==> src/core/fpsc_pkg.sv <==
`default_nettype none
package fpsc_pkg;
  // clock and link rates
  localparam int unsigned CLK_HZ        = 250_000_000;
  localparam int unsigned BAUD_RATE     = 9600;
  localparam int unsigned BAUD_DIV_CYC  = (CLK_HZ + BAUD_RATE / 2) / BAUD_RATE;
  localparam int unsigned TIMER_HZ      = 1000;
  localparam int unsigned TIMER_DIV_CYC = CLK_HZ / TIMER_HZ;

  // settling time after a row or mux change, least time so rounded up
  localparam int unsigned SETTLE_NS     = 1000;
  localparam int unsigned SETTLE_CYC    = (SETTLE_NS * (CLK_HZ / 1_000_000) + 999) / 1000;
  localparam logic [8:0]  SETTLE_LOAD   = 9'(SETTLE_CYC - 1);

  // matrix and analog geometry
  localparam int unsigned ROWS          = 9;
  localparam int unsigned COLS          = 8;
  localparam int unsigned POTS          = 10;
  localparam int unsigned PROBES        = 4;
  localparam int unsigned LEDS          = 5;
  localparam int unsigned BANK_A_CH     = 8;

  // report tags, first byte of each two-byte report
  localparam logic [7:0]  TAG_SWITCH    = 8'h01;
  localparam logic [7:0]  TAG_POT       = 8'h20;
  localparam logic [7:0]  TAG_PROBE     = 8'h40;

  // probe code thresholds on the 8-bit conversion
  localparam logic [7:0]  PROBE_TH1     = 8'h40;
  localparam logic [7:0]  PROBE_TH2     = 8'h80;
  localparam logic [7:0]  PROBE_TH3     = 8'hC0;

  // led latch: reset value (all dark) and latch bit of each led id
  localparam logic [7:0]  LED_RESET     = 8'hFF;
  localparam logic [2:0]  LED_SLOT0     = 3'h0;
  localparam logic [2:0]  LED_SLOT1     = 3'h1;
  localparam logic [2:0]  LED_SLOT2     = 3'h2;
  localparam logic [2:0]  LED_SLOT3     = 3'h3;
  localparam logic [2:0]  LED_SLOT4     = 3'h4;

  typedef enum logic [2:0] {
    ST_ROW   = 3'b000,
    ST_COL   = 3'b001,
    ST_ADC   = 3'b011,
    ST_WAIT  = 3'b010,
    ST_EVAL  = 3'b110,
    ST_SEND0 = 3'b111,
    ST_SEND1 = 3'b101
  } fpsc_state_t;

  typedef enum logic [1:0] {
    PH_SWITCH = 2'b00,
    PH_POT    = 2'b01,
    PH_PROBE  = 2'b11
  } fpsc_phase_t;
endpackage
`default_nettype wire

==> src/core/fpsc_uart.sv <==
`default_nettype none
module fpsc_uart #(
  parameter int unsigned BAUD_DIV = fpsc_pkg::BAUD_DIV_CYC
) (
  // clock and reset
  input  wire logic       clk,
  input  wire logic       rst,
  // transmit byte
  input  wire logic [7:0] tx_data,
  input  wire logic       tx_valid,
  output logic            tx_ready,
  // receive byte
  output logic [7:0]      rx_data,
  output logic            rx_valid,
  // serial pins
  output logic            txd,
  input  wire logic       rxd
);
  localparam int unsigned CW = $clog2(BAUD_DIV + 1);
  localparam logic [CW-1:0] DIV_LOAD  = CW'(BAUD_DIV - 1);
  localparam logic [CW-1:0] HALF_LOAD = CW'(BAUD_DIV / 2);

  logic [9:0]    tx_sh_r;
  logic [3:0]    tx_cnt_r;
  logic [CW-1:0] tx_div_r;
  logic [8:0]    rx_sh_r;
  logic [3:0]    rx_cnt_r;
  logic [CW-1:0] rx_div_r;
  logic          rx_valid_r;
  logic [7:0]    rx_data_r;

  wire tx_take = tx_ready && tx_valid;
  wire tx_tick = tx_div_r == '0;
  wire rx_tick = rx_div_r == '0;

  assign tx_ready = tx_cnt_r == 4'h0;
  assign txd      = tx_sh_r[0];
  assign rx_valid = rx_valid_r;
  assign rx_data  = rx_data_r;

  // 8N1 frame: start bit, eight data bits lsb first, stop bit
  always_ff @(posedge clk) begin
    if (rst) begin
      tx_sh_r  <= '1;
      tx_cnt_r <= 4'h0;
      tx_div_r <= '0;
    end else if (tx_take) begin
      tx_sh_r  <= {1'b1, tx_data, 1'b0};
      tx_cnt_r <= 4'hA;
      tx_div_r <= DIV_LOAD;
    end else if (tx_cnt_r != 4'h0) begin
      tx_div_r <= tx_tick ? DIV_LOAD : tx_div_r - 1'b1;
      if (tx_tick) begin
        tx_sh_r  <= {1'b1, tx_sh_r[9:1]};
        tx_cnt_r <= tx_cnt_r - 4'h1;
      end
    end
  end

  // sampling mid-bit; a start bit that is high again at its centre is a glitch
  always_ff @(posedge clk) begin
    if (rst) begin
      rx_sh_r    <= '0;
      rx_cnt_r   <= 4'h0;
      rx_div_r   <= '0;
      rx_valid_r <= 1'b0;
      rx_data_r  <= 8'h00;
    end else begin
      rx_valid_r <= 1'b0;
      if (rx_cnt_r == 4'h0) begin
        if (!rxd) begin
          rx_cnt_r <= 4'hA;
          rx_div_r <= HALF_LOAD;
        end
      end else if (!rx_tick) begin
        rx_div_r <= rx_div_r - 1'b1;
      end else begin
        rx_div_r <= DIV_LOAD;
        rx_cnt_r <= rx_cnt_r - 4'h1;
        if (rx_cnt_r != 4'h1) begin
          rx_sh_r <= {rxd, rx_sh_r[8:1]};
        end
        if (rx_cnt_r == 4'hA && rxd) begin
          rx_cnt_r <= 4'h0;
        end
        if (rx_cnt_r == 4'h1 && rxd) begin
          rx_valid_r <= 1'b1;
          rx_data_r  <= rx_sh_r[8:1];
        end
      end
    end
  end
endmodule
`default_nettype wire

==> src/core/fpsc_timer.sv <==
`default_nettype none
module fpsc_timer #(
  parameter int unsigned DIV = fpsc_pkg::TIMER_DIV_CYC
) (
  // clock and reset
  input  wire logic clk,
  input  wire logic rst,
  // compare channels
  output logic      compare_output_one,
  output logic      compare_output_two
);
  localparam int unsigned CW = $clog2(DIV + 1);
  localparam logic [CW-1:0] LAST    = CW'(DIV - 1);
  localparam logic [CW-1:0] HALF    = CW'(DIV / 2);
  localparam logic [CW-1:0] QUARTER = CW'(DIV / 4);
  localparam logic [CW-1:0] Q3      = CW'(DIV / 4 + DIV / 2);

  logic [CW-1:0] cnt_r;
  logic          one_r;
  logic          two_r;

  wire one_nxt = cnt_r < HALF;
  // second channel runs a quarter period behind so the edges never coincide
  wire two_nxt = (cnt_r >= QUARTER) && (cnt_r < Q3);

  assign compare_output_one = one_r;
  assign compare_output_two = two_r;

  always_ff @(posedge clk) begin
    if (rst) begin
      cnt_r <= '0;
      one_r <= 1'b0;
      two_r <= 1'b0;
    end else begin
      cnt_r <= (cnt_r == LAST) ? '0 : cnt_r + 1'b1;
      one_r <= one_nxt;
      two_r <= two_nxt;
    end
  end
endmodule
`default_nettype wire

==> src/core/fpsc_panel_controller.sv <==
// Functional notes
// - switches form a nine-row by eight-column matrix, one switch per crossing
// - rows are driven low one at a time; all eight columns sampled per row
// - a low column while its row is low means that switch is closed
// - each switch is compared with its stored state; only changes are reported
// - first compare channel gives the 1 kHz probe compensation square wave
// - second compare channel gives a 1 kHz output used as analog_jitter_ref reference
// - mux select lines choose pot inputs or probe-code inputs per scan step
// - pot scan selects one of ten inputs over two muxes and converts it
// - pot change magnitude and direction is reported; the new reading is stored as the report is built
// - four endless knobs give two wiper inputs each; two stopped knobs one each
// - probe scan selects one of four codes on first mux, classifies, reports
// - host led id maps to one bit of the 8-bit latch; only it changes
// - host link is asynchronous 8N1 at 9600 baud
`default_nettype none
module fpsc_panel_controller #(
  parameter int unsigned BAUD_DIV  = fpsc_pkg::BAUD_DIV_CYC,
  parameter int unsigned TIMER_DIV = fpsc_pkg::TIMER_DIV_CYC
) (
  // clock and reset
  input  wire logic                        MCLK,
  input  wire logic                        RST,

  // switch matrix
  output logic [fpsc_pkg::ROWS-1:0]        ROW_DRIVE_N,
  input  wire logic [fpsc_pkg::COLS-1:0]   COL_SENSE_N,

  // analog mux and converter
  output logic                             MUX_PROBE_MODE,
  output logic                             MUX_BANK,
  output logic [2:0]                       MUX_CH,
  output logic                             ADC_START,
  input  wire logic                        ADC_DONE,
  input  wire logic [7:0]                  ADC_RESULT,

  // host serial link
  output logic                             TXD,
  input  wire logic                        RXD,

  // led latch
  output logic [7:0]                       LED_LATCH,

  // timer outputs
  output logic                             PROBE_COMP_SQUARE,
  output logic                             ANALOG_JITTER_REF
);
  import fpsc_pkg::*;

  function automatic logic [7:0] pot_delta(input logic [7:0] now, input logic [7:0] old);
    logic [7:0] mag;
    mag = (now >= old) ? now - old : old - now;
    // the reading is stored whole, so saturating only clips one report
    return {now < old, mag[7] ? 7'h7F : mag[6:0]};
  endfunction

  function automatic logic [1:0] probe_class(input logic [7:0] v);
    if (v < PROBE_TH1) return 2'h0;
    if (v < PROBE_TH2) return 2'h1;
    if (v < PROBE_TH3) return 2'h2;
    return 2'h3;
  endfunction

  function automatic logic [2:0] led_slot(input logic [2:0] id);
    unique case (id)
      3'h0:    return LED_SLOT0;
      3'h1:    return LED_SLOT1;
      3'h2:    return LED_SLOT2;
      3'h3:    return LED_SLOT3;
      default: return LED_SLOT4;
    endcase
  endfunction

  fpsc_state_t state_r;
  fpsc_state_t state_nxt;
  fpsc_phase_t phase_r;

  logic [3:0]            row_r;
  logic [2:0]            col_r;
  logic [3:0]            ch_r;
  logic [8:0]            settle_r;
  logic [COLS-1:0]       closed_r;
  logic [ROWS*COLS-1:0]  sw_state_r;

  logic [7:0]            pot_r [POTS];
  logic [1:0]            probe_r [PROBES];
  logic [PROBES-1:0]     probe_seen_r;

  logic [7:0]            sample_r;
  logic [7:0]            msg0_r;
  logic [7:0]            msg1_r;
  logic [7:0]            led_r;

  logic                  tx_ready;
  logic [7:0]            rx_data;
  logic                  rx_valid;

  // decode
  wire       settle_done = settle_r == 9'h000;

  // switch walk
  wire [6:0] sw_idx      = {row_r, col_r};
  wire       sw_now      = closed_r[col_r];
  wire       sw_changed  = sw_now != sw_state_r[sw_idx];
  wire       col_last    = col_r == 3'(COLS - 1);
  wire       row_last    = row_r == 4'(ROWS - 1);

  // analog walk and report decision
  wire       is_pot      = phase_r == PH_POT;
  wire       ch_last     = is_pot ? (ch_r == 4'(POTS - 1)) : (ch_r == 4'(PROBES - 1));
  wire [7:0] pot_d       = pot_delta(sample_r, pot_r[ch_r]);
  wire       pot_moved   = pot_d[6:0] != 7'h00;
  wire [1:0] probe_cls   = probe_class(sample_r);
  wire [1:0] pr_idx      = ch_r[1:0];
  wire       probe_new   = !probe_seen_r[pr_idx] || (probe_r[pr_idx] != probe_cls);
  wire       eval_report = is_pot ? pot_moved : probe_new;

  // report bytes to the transmitter
  wire       tx_valid    = (state_r == ST_SEND0) || (state_r == ST_SEND1);
  wire [7:0] tx_data     = (state_r == ST_SEND0) ? msg0_r : msg1_r;

  // a new row or channel reloads the settle counter
  wire       entering    = (state_nxt != state_r) &&
                           ((state_nxt == ST_ROW) || (state_nxt == ST_ADC));
  // runs down to zero and holds there until the next reload
  wire [8:0] settle_nxt  = entering ? SETTLE_LOAD :
                           (settle_done ? settle_r : settle_r - 9'h001);

  // led command decode
  wire       led_write   = rx_valid && (rx_data[2:0] < 3'(LEDS));
  wire [2:0] led_bit     = led_slot(rx_data[2:0]);

  // one row low at a time while the switch phase owns the matrix
  assign ROW_DRIVE_N    = (phase_r == PH_SWITCH) ? ~(ROWS'(1) << row_r) : '1;

  // pots 0..7 on bank A, 8..9 on bank B; probes always bank A
  assign MUX_PROBE_MODE = phase_r == PH_PROBE;
  assign MUX_BANK       = is_pot && (ch_r >= 4'(BANK_A_CH));
  assign MUX_CH         = MUX_BANK ? 3'(ch_r - 4'(BANK_A_CH)) : ch_r[2:0];

  assign ADC_START      = (state_r == ST_ADC) && settle_done;
  assign LED_LATCH      = led_r;

  // scan sequencer; the converter has no timeout, so a dead one stalls the scan
  always_comb begin
    state_nxt = state_r;
    unique case (state_r)
      ST_ROW: begin
        if (settle_done) state_nxt = ST_COL;
      end

      ST_COL: begin
        if (sw_changed) begin
          state_nxt = ST_SEND0;
        end else if (col_last && row_last) begin
          state_nxt = ST_ADC;
        end else if (col_last) begin
          state_nxt = ST_ROW;
        end
      end

      ST_ADC: begin
        if (settle_done) state_nxt = ST_WAIT;
      end

      ST_WAIT: begin
        if (ADC_DONE) state_nxt = ST_EVAL;
      end

      ST_EVAL: begin
        if (eval_report) begin
          state_nxt = ST_SEND0;
        end else if (ch_last && !is_pot) begin
          state_nxt = ST_ROW;
        end else begin
          state_nxt = ST_ADC;
        end
      end

      ST_SEND0: begin
        if (tx_ready) state_nxt = ST_SEND1;
      end

      ST_SEND1: begin
        if (tx_ready) state_nxt = (phase_r == PH_SWITCH) ? ST_COL : ST_EVAL;
      end

      default:  state_nxt = ST_ROW;
    endcase
  end

  // sequencer state and settle countdown
  always_ff @(posedge MCLK) begin
    if (RST) begin
      state_r  <= ST_ROW;
      settle_r <= SETTLE_LOAD;
    end else begin
      state_r  <= state_nxt;
      settle_r <= settle_nxt;
    end
  end

  // switch scan; the stored bit is updated before the report goes out, so the
  // return to ST_COL sees no change and moves on
  always_ff @(posedge MCLK) begin
    if (RST) begin
      closed_r   <= '0;
      sw_state_r <= '0;
      row_r      <= 4'h0;
      col_r      <= 3'h0;
    end else if (state_r == ST_ROW && settle_done) begin
      closed_r <= ~COL_SENSE_N;
    end else if (state_r == ST_COL) begin
      if (sw_changed) begin
        sw_state_r[sw_idx] <= sw_now;
      end else if (col_last) begin
        col_r <= 3'h0;
        row_r <= row_last ? 4'h0 : row_r + 4'h1;
      end else begin
        col_r <= col_r + 3'h1;
      end
    end
  end

  // analog scan and report assembly
  always_ff @(posedge MCLK) begin
    if (RST) begin
      phase_r      <= PH_SWITCH;
      ch_r         <= 4'h0;
      sample_r     <= 8'h00;
      pot_r        <= '{default: 8'h00};
      probe_r      <= '{default: 2'h0};
      probe_seen_r <= '0;
      msg0_r       <= 8'h00;
      msg1_r       <= 8'h00;
    end else begin
      if (state_r == ST_COL && sw_changed) begin
        msg0_r <= TAG_SWITCH;
        msg1_r <= {sw_now, sw_idx};
      end

      if (state_r == ST_COL && !sw_changed && col_last && row_last) begin
        phase_r <= PH_POT;
        ch_r    <= 4'h0;
      end

      if (state_r == ST_WAIT && ADC_DONE) begin
        sample_r <= ADC_RESULT;
      end

      if (state_r == ST_EVAL && eval_report && is_pot) begin
        pot_r[ch_r] <= sample_r;
        msg0_r      <= TAG_POT | {4'h0, ch_r};
        msg1_r      <= pot_d;
      end

      if (state_r == ST_EVAL && eval_report && !is_pot) begin
        probe_r[pr_idx]      <= probe_cls;
        probe_seen_r[pr_idx] <= 1'b1;
        msg0_r               <= TAG_PROBE | {6'h00, pr_idx};
        msg1_r               <= {6'h00, probe_cls};
      end

      if (state_r == ST_EVAL && !eval_report) begin
        ch_r <= ch_last ? 4'h0 : ch_r + 4'h1;
        if (ch_last) begin
          phase_r <= is_pot ? PH_PROBE : PH_SWITCH;
        end
      end
    end
  end

  // led latch; a set bit is dark because the led sinks into the latch
  always_ff @(posedge MCLK) begin
    if (RST) begin
      led_r <= LED_RESET;
    end else if (led_write) begin
      led_r[led_bit] <= ~rx_data[7];
    end
  end

  fpsc_uart #(
    .BAUD_DIV (BAUD_DIV)
  ) u_uart (
    .clk      (MCLK),
    .rst      (RST),
    .tx_data  (tx_data),
    .tx_valid (tx_valid),
    .tx_ready (tx_ready),
    .rx_data  (rx_data),
    .rx_valid (rx_valid),
    .txd      (TXD),
    .rxd      (RXD)
  );

  fpsc_timer #(
    .DIV (TIMER_DIV)
  ) u_timer (
    .clk                (MCLK),
    .rst                (RST),
    .compare_output_one (PROBE_COMP_SQUARE),
    .compare_output_two (ANALOG_JITTER_REF)
  );
endmodule
`default_nettype wire

==> config.mk <==
export PLATFORM = sky130hd
export DESIGN_NAME = fpsc_panel_controller
export DESIGN_NICKNAME = d
export VERILOG_FILES = /design/src/core/fpsc_pkg.sv /design/src/core/fpsc_uart.sv /design/src/core/fpsc_timer.sv /design/src/core/fpsc_panel_controller.sv
export SDC_FILE = /design/constraint.sdc
export NUM_CORES = 1
export LEC_CHECK = 0
export BUFFER_PORTS_ARGS = -buffer_cell sky130_fd_sc_hd__buf_2
export CORE_ASPECT_RATIO = 0.7
export CORE_MARGIN = 2
export CORE_UTILIZATION = 30
export CTS_CLUSTER_SIZE = 14
export DETAILED_ROUTE_END_ITERATION = 8
export HOLD_SLACK_MARGIN = 0.06
export SLEW_MARGIN = 10
export SYNTH_ARGS = -nofsm -noshare
export SYNTH_HDL_FRONTEND = slang
export SYNTH_HIERARCHICAL = 1
export SYNTH_SLANG_ARGS = --single-unit
export TNS_END_PERCENT = 10
==> constraint.sdc <==
create_clock -name MCLK -period 5.1 [get_ports MCLK]
set_input_delay 0 -clock MCLK [delete_from_list [all_inputs] [get_ports MCLK]]
set_output_delay 0 -clock MCLK [all_outputs]
set_load 0.01 [all_outputs]
==> results of run 1 <==
final cells by class:
cell class | count | area (um2) | share of cell area [%]
Tap cell | 730 | 913 | 4.89
Sequential cell | 307 | 6150 | 32.9
Clock inverter | 8 | 53.8 | 0.288
Multi-Input combinational cell | 1323 | 9430 | 50.5
Timing Repair Buffer | 114 | 848 | 4.54
Clock buffer | 52 | 1050 | 5.64
Inverter | 59 | 221 | 1.19
Antenna cell | 1 | 2.50 | 0.0134
through the flow:
step	power [mW]	hold slack (ns)	worst slack, ns	util [%]	instances
after floorplan	3.40	0.0724	0.115	-	1859
after global placement	3.58	0.179	0.0982	32.1	2516
after detailed placement	3.62	0.184	0.0502	32.1	2516
after CTS	6.12	0.0829	0.0528	34.5	2593
after global routing	6.35	0.120	0.0279	34.5	2593
final	6.07	0.0695	0.237	34.5	2594
worst max-delay path, cell delays in order (launching register included):
cell and delay, ns:
dfxtp_4 0.46, buf_4 0.17, mux4_2 0.49, mux2i_1 0.26
o22a_1 0.22, inv_1 0.05, ha_1 0.45, and4_1 0.36
o31a_1 0.23, buf_4 0.16, nor2_1 0.10, a211o_1 0.30
and4_4 0.21, buf_4 0.19, nor4_4 0.39, o211ai_1 0.39
o211a_1 0.33
flip-flops by register name (all words and copies together) (netlist names), 6 cells and up:
| register | flops |
|---|---|
| LED_LATCH | 8 |
| u_uart/tx_sh_r | 9 |
| probe_r | 8 |
| msg0_r | 6 |
| u_timer/cnt_r | 18 |
| msg1_r | 8 |
| sample_r | 8 |
| pot_r | 80 |
| sw_state_r | 72 |
| u_uart/tx_div_r | 15 |
| settle_r | 9 |
| closed_r | 8 |
| u_uart/rx_div_r | 15 |
| u_uart/rx_sh_r | 8 |
power groups by stage:
| stage | combinational (mW) | clock (mW) | sequential, mW |
|---|---|---|---|
| global placement | 0.928 | 0 | 2.65 |
| floorplan | 0.777 | 0 | 2.62 |
| finish | 0.987 | 2.47 | 2.61 |
| global route | 1.09 | 2.64 | 2.63 |
| CTS | 0.968 | 2.54 | 2.61 |
| detailed placement | 0.957 | 0 | 2.66 |
per-layer routing:
metal	vias to the layer above	part of all wire [%]	track usage, %
met5	-	0	0
met4	0	2.2	4.27
met3	81	7.8	3.04
met2	556	42	23.5
met1	7142	48	23.5
li1	6941	-	-
layout by cell type (no fill, tap or decap), drive strengths merged, types with 7 or more instances in the layout:
cell	instances
nor2	120
xnor2	21
a311oi	12
nor4	29
nor3b	12
mux4	28
buf	96
a211oi	90
nand2b	14
o31ai	12
a31oi	59
nor3	39
a41oi	38
and2	23
nand2	128
o211ai	19
or3	15
o22a	10
clkbuf	53
xor2	11
dlygate4sd3	17
or4	13
mux2	14
a21oi	123
o21ai	88
mux2i	84
and4	7
clkinv	8
and3	23
nand3	100
dfxtp	307
inv	58
nor4b	12
nand4	24
ha	38
worst max path at each step:
stage / startpoint / slack (ns) / endpoint
after global placement: ch_r[0]$_SDFFE_PP0P_ / 0.1 / ch_r[0]$_SDFFE_PP0P_
after global routing: ch_r[0]$_SDFFE_PP0P_ / 0.03 / msg1_r[3]$_SDFFE_PP0P_
after detailed placement: ch_r[0]$_SDFFE_PP0P_ / 0.05 / pot_r[10]$_SDFFE_PP0P_
after floorplan: ch_r[0]$_SDFFE_PP0P_ / 0.11 / pot_r[23]$_SDFFE_PP0P_
after CTS: ch_r[0]$_SDFFE_PP0P_ / 0.05 / pot_r[10]$_SDFFE_PP0P_
final: ch_r[0]$_SDFFE_PP0P_ / 0.24 / settle_r[1]$_SDFFE_PP0N_
repair_timing:
action / in CTS / in global routing
hold buffers: 17 / 0
resized for setup: 0 / 3
buffers inserted: 0 / 0
setup endpoints to repair: 0 / 62
endpoints found under the hold margin: 23 / 0
==> flow_summary.json, run 1 <==
{
  "grt-ovfl-total": 0,
  "grt_max_degree": 106,
  "internal-power_mw": 4.27,
  "combPwrFrac_pct": 16.2,
  "first_global_vias": 13900,
  "cts_sinks": 307,
  "slew_violations": 0,
  "place_hpwl_mm": 31.1,
  "numCtsBuffers": 36,
  "netlist_instances": 1859,
  "ant_nets": 0,
  "end_kind": "flip-flop",
  "fp-row-count": 71,
  "cts-root-buf": "clkbuf_16",
  "pwr-share-clk_pct": 40.7,
  "critical_path_arrival_ns": 5.30,
  "leakage_nw": 6.50,
  "p_seq_share_pct": 43.0,
  "min_period_over_period_pct": 95.3,
  "grt_pass1_wl_mm": 75.6,
  "worst_pin_slew_ns": 1.20,
  "finalSetupViolations": 0,
  "regToRegSetupSlack_ns": 0.24,
  "critPathKind": "flip-flop to flip-flop",
  "place.gp.congestion": 0.892,
  "syn_to_final_growth_pct": 12.9,
  "hold_viol": 0,
  "finClkSkew_ns": 0.0397,
  "fmax_mhz": 206,
  "io_pins": 46,
  "cts_tree": "done",
  "clockBufferDepth": 3,
  "dr.pass1.iters": 6,
  "fin_area_um2": 18700,
  "hold_path.class": "input pin to flip-flop",
  "synth_area_um2": 16500,
  "rsz0062_at_grt": "no",
  "worstPathRequired_ns": 5.53,
  "syn_area_per_cell_um2": 8.89,
  "route.detailed.drc": 0,
  "swShare_pct": 29.7,
  "setup-tns-final_ns": 0,
  "max_slew_margin_pct": 19.9,
  "port_buffers": 45,
  "drt_iter0_drc": 1647,
  "min_path_cells": 2,
  "cp-start-kind": "flip-flop",
  "viasPerCell": 5.67,
  "coreArea_um2": 54100,
  "cts-htree-levels": 2,
  "hold_start": "RST",
  "postPlaceCellArea_um2": 17400,
  "ir_worst_vdd_mv": 0.240,
  "cp_max_fo": 10,
  "syn_nets": 1919,
  "reg2reg_to": "settle_r[1]$_SDFFE_PP0N_",
  "cellPowerDensity_nw_per_um2": 325,
  "max_cap_violations": 0,
  "fp.dieH_um": 200,
  "drt_wl_total_mm": 47.5,
  "grt_antenna_before_repair": 1,
  "dieArea_um2": 57000,
  "ys.warnings.count": 6,
  "vias": 14700,
  "die_x_um": 285,
  "r2r-start": "ch_r[0]$_SDFFE_PP0P_",
  "status": "completed",
  "fillerInstances": 5480,
  "insertion_delay_ns": 0.54,
  "power.switching_mw": 1.80,
  "initial_core_util_pct": 30.6,
  "wl_per_cell_um": 18.3,
  "drive_above_1_share_pct": 13.3,
  "rr_worst_depth": 16,
  "gr-usage-all-layers_pct": 15.9,
  "hold_path_end": "pot_r[20]$_SDFFE_PP0P_",
  "clk_pin_slew_ns": 0.06,
  "nets": 1901,
  "finalCriticalPeriod_ns": 4.86
}
Note: power is estimated with default switching activity, not from simulation.
==> inputs of run 2 (changes only) <==
--- a/config.mk
+++ b/config.mk
@@ -7,11 +7,11 @@
 export LEC_CHECK = 0
 export BUFFER_PORTS_ARGS = -buffer_cell sky130_fd_sc_hd__buf_2
 export CORE_ASPECT_RATIO = 0.7
-export CORE_MARGIN = 2
-export CORE_UTILIZATION = 30
-export CTS_CLUSTER_SIZE = 14
+export CORE_MARGIN = 10
+export CORE_UTILIZATION = 57
 export DETAILED_ROUTE_END_ITERATION = 8
 export HOLD_SLACK_MARGIN = 0.06
+export PLACE_DENSITY = 0.77
 export SLEW_MARGIN = 10
 export SYNTH_ARGS = -nofsm -noshare
 export SYNTH_HDL_FRONTEND = slang
==> run 2 against run 1 <==
  * Count of clock-buffer cells in the layout down 18
  * Worst setup slack better by 0.065 ns
  * Sequential share of layout area grew 0.70 points
  * Non-clock buffer count up 7
  * Power grew 0.40%
  * Via count is 0.97% higher
  * Critical path type unchanged
  * Highest routed layer unchanged
==> flow_summary.json, run 2 (synthesis results as in run 1) <==
{
  "die_x_um": 224,
  "cp.buffers_inverters": 3,
  "worst_pin_slew_ns": 1.12,
  "clockBufferDepth": 3,
  "io_pins": 46,
  "gr-usage-all-layers_pct": 23.7,
  "instances_no_fill": 2244,
  "end_kind": "flip-flop",
  "nets": 1902,
  "cts_tree": "done",
  "pwr-share-clk_pct": 41.1,
  "place.gp.congestion": 0.963,
  "leakage_nw": 6.53,
  "port_buffers": 45,
  "fin_area_um2": 18300,
  "ant_nets": 0,
  "fp.dieH_um": 162,
  "rsz0062_at_grt": "no",
  "cts-htree-levels": 1,
  "layout_commonest_cell": "dfxtp_1",
  "numCtsBuffers": 30,
  "first_global_vias": 13800,
  "fmax_mhz": 208,
  "diodes": 0,
  "postPlaceCellArea_um2": 17000,
  "ir_worst_vdd_mv": 0.210,
  "coreArea_um2": 28800,
  "cp-start-kind": "flip-flop",
  "syn_to_final_growth_pct": 10.6,
  "setup-tns-final_ns": 0,
  "wl_per_cell_um": 20.1,
  "route.detailed.drc": 0,
  "status": "completed",
  "top_register": "pot_r",
  "dpl.cell_count": 2169,
  "place_hpwl_mm": 29.9,
  "viasPerCell": 6.62,
  "initial_core_util_pct": 57.5,
  "hold_ws_ns": 0.139,
  "drive_above_1_share_pct": 13.8,
  "worstPathRequired_ns": 5.55,
  "r2r-start": "ch_r[0]$_SDFFE_PP0P_",
  "drt_iter0_drc": 1668,
  "internal-power_mw": 4.34,
  "finClkSkew_ns": 0.00980,
  "finalCriticalPeriod_ns": 4.80,
  "critPathMaxStageDelay_ns": 0.58,
  "grt_max_degree": 96,
  "clk_pin_slew_ns": 0.07,
  "final_core_util_pct": 63.6,
  "critical_path_arrival_ns": 5.24,
  "grt-ovfl-total": 0,
  "cts_sinks": 307,
  "crit_slowest_cell": "or4_1",
  "dr.pass1.iters": 6,
  "hold_path.class": "input pin to flip-flop",
  "cellPowerDensity_nw_per_um2": 333,
  "largest_register_ffs": 80,
  "fp-row-count": 52,
  "grt_pass1_wl_mm": 72.8,
  "max_slew_margin_pct": 25.4,
  "max_cap_violations": 0,
  "combPwrFrac_pct": 16.0,
  "power.switching_mw": 1.75,
  "path_cells": "buf_12 > mux4_2 > mux2i_1 > o22a_1 > inv_1 > ha_1 > nand2_1 > o21ai_1 > nor2_1 > a211o_1 > and4_4 > or4_1 > buf_12 > nand2_1 > a311oi_1",
  "dieArea_um2": 36300,
  "vias": 14900,
  "top_regs": "pot_r (80), sw_state_r (72), u_timer/cnt_r (18)",
  "insertion_delay_ns": 0.58,
  "hold_start": "ADC_DONE",
  "cts-root-buf": "clkbuf_16",
  "cp_max_fo": 55,
  "min_period_over_period_pct": 94.1,
  "layout_common_cells": "dfxtp_1 (305), nand2_1 (127), a21oi_1 (123), nor2_1 (117), nand3_1 (96)",
  "swShare_pct": 28.7,
  "slew_violations": 0,
  "grt_antenna_before_repair": 0,
  "crit_start": "ch_r[0]$_SDFFE_PP0P_",
  "critPathKind": "flip-flop to flip-flop",
  "hold_viol": 0,
  "finalSetupViolations": 0,
  "p_seq_share_pct": 42.8,
  "path_delay_family": "simple AND/OR/NAND/NOR gates",
  "drt_wl_total_mm": 45.1
}
run 2: what timing repair did:
| action | 4_1_cts | 5_1_grt |
|---|---|---|
| buffers inserted | 0 | 1 |
| resized for setup | 0 | 1 |
| hold endpoints to repair | 73 | 0 |
| setup endpoints to repair | 0 | 58 |
| hold buffers | 18 | 0 |
run 2: area by class of cell:
class	instances	area, um2
clock buffer	34	817
sequential	307	6150
timing repair buffer	121	900
clock inverter	22	310
fill	2352	10500
inverter	59	221
tap	378	473
multi-input combinational	1323	9410
run 2: routing by layer:
metal  track usage [%]  part of all wire (%)  vias to the layer above
li1                  -                     -                     6956
met1              34.6                    46                     7139
met2              34.6                    42                      695
met3              5.67                    10                       73
met4              5.27                   1.8                        0
met5                 0                     0                        -
run 2: stage by stage:
| stage | power, mW | setup slack (ns) |
|---|---|---|
| detailed placement | 3.60 | 0.159 |
| global placement | 3.57 | 0.235 |
| CTS | 6.10 | 0.116 |
| finish | 6.10 | 0.303 |
| floorplan | 3.40 | 0.115 |
| global route | 6.33 | 0.0332 |
run 2: worst paths after layout:
path	slack [ns]	cells past startpoint	end
worst max register to register	0.30	15	msg1_r[2]$_SDFFE_PP0P_
worst max-delay path	0.30	15	msg1_r[2]$_SDFFE_PP0P_
worst min register to register	0.45	2	probe_seen_r[1]$_SDFFE_PP0P_
worst min-delay path	0.14	4	sample_r[6]$_SDFFE_PP0P_
run 2: tightest hold or removal path: stages:
cell	delay [ns]
buf_2	0.12
and3b_1	0.35
nand2_1	0.14
a21oi_1	0.05
run 2: power groups by stage:
stage | Sequential [mW] | Clock (mW) | Combinational, mW
after floorplan | 2.62 | 0 | 0.777
after global placement | 2.65 | 0 | 0.920
after detailed placement | 2.66 | 0 | 0.942
after CTS | 2.61 | 2.54 | 0.956
after global routing | 2.63 | 2.63 | 1.08
final | 2.61 | 2.51 | 0.977
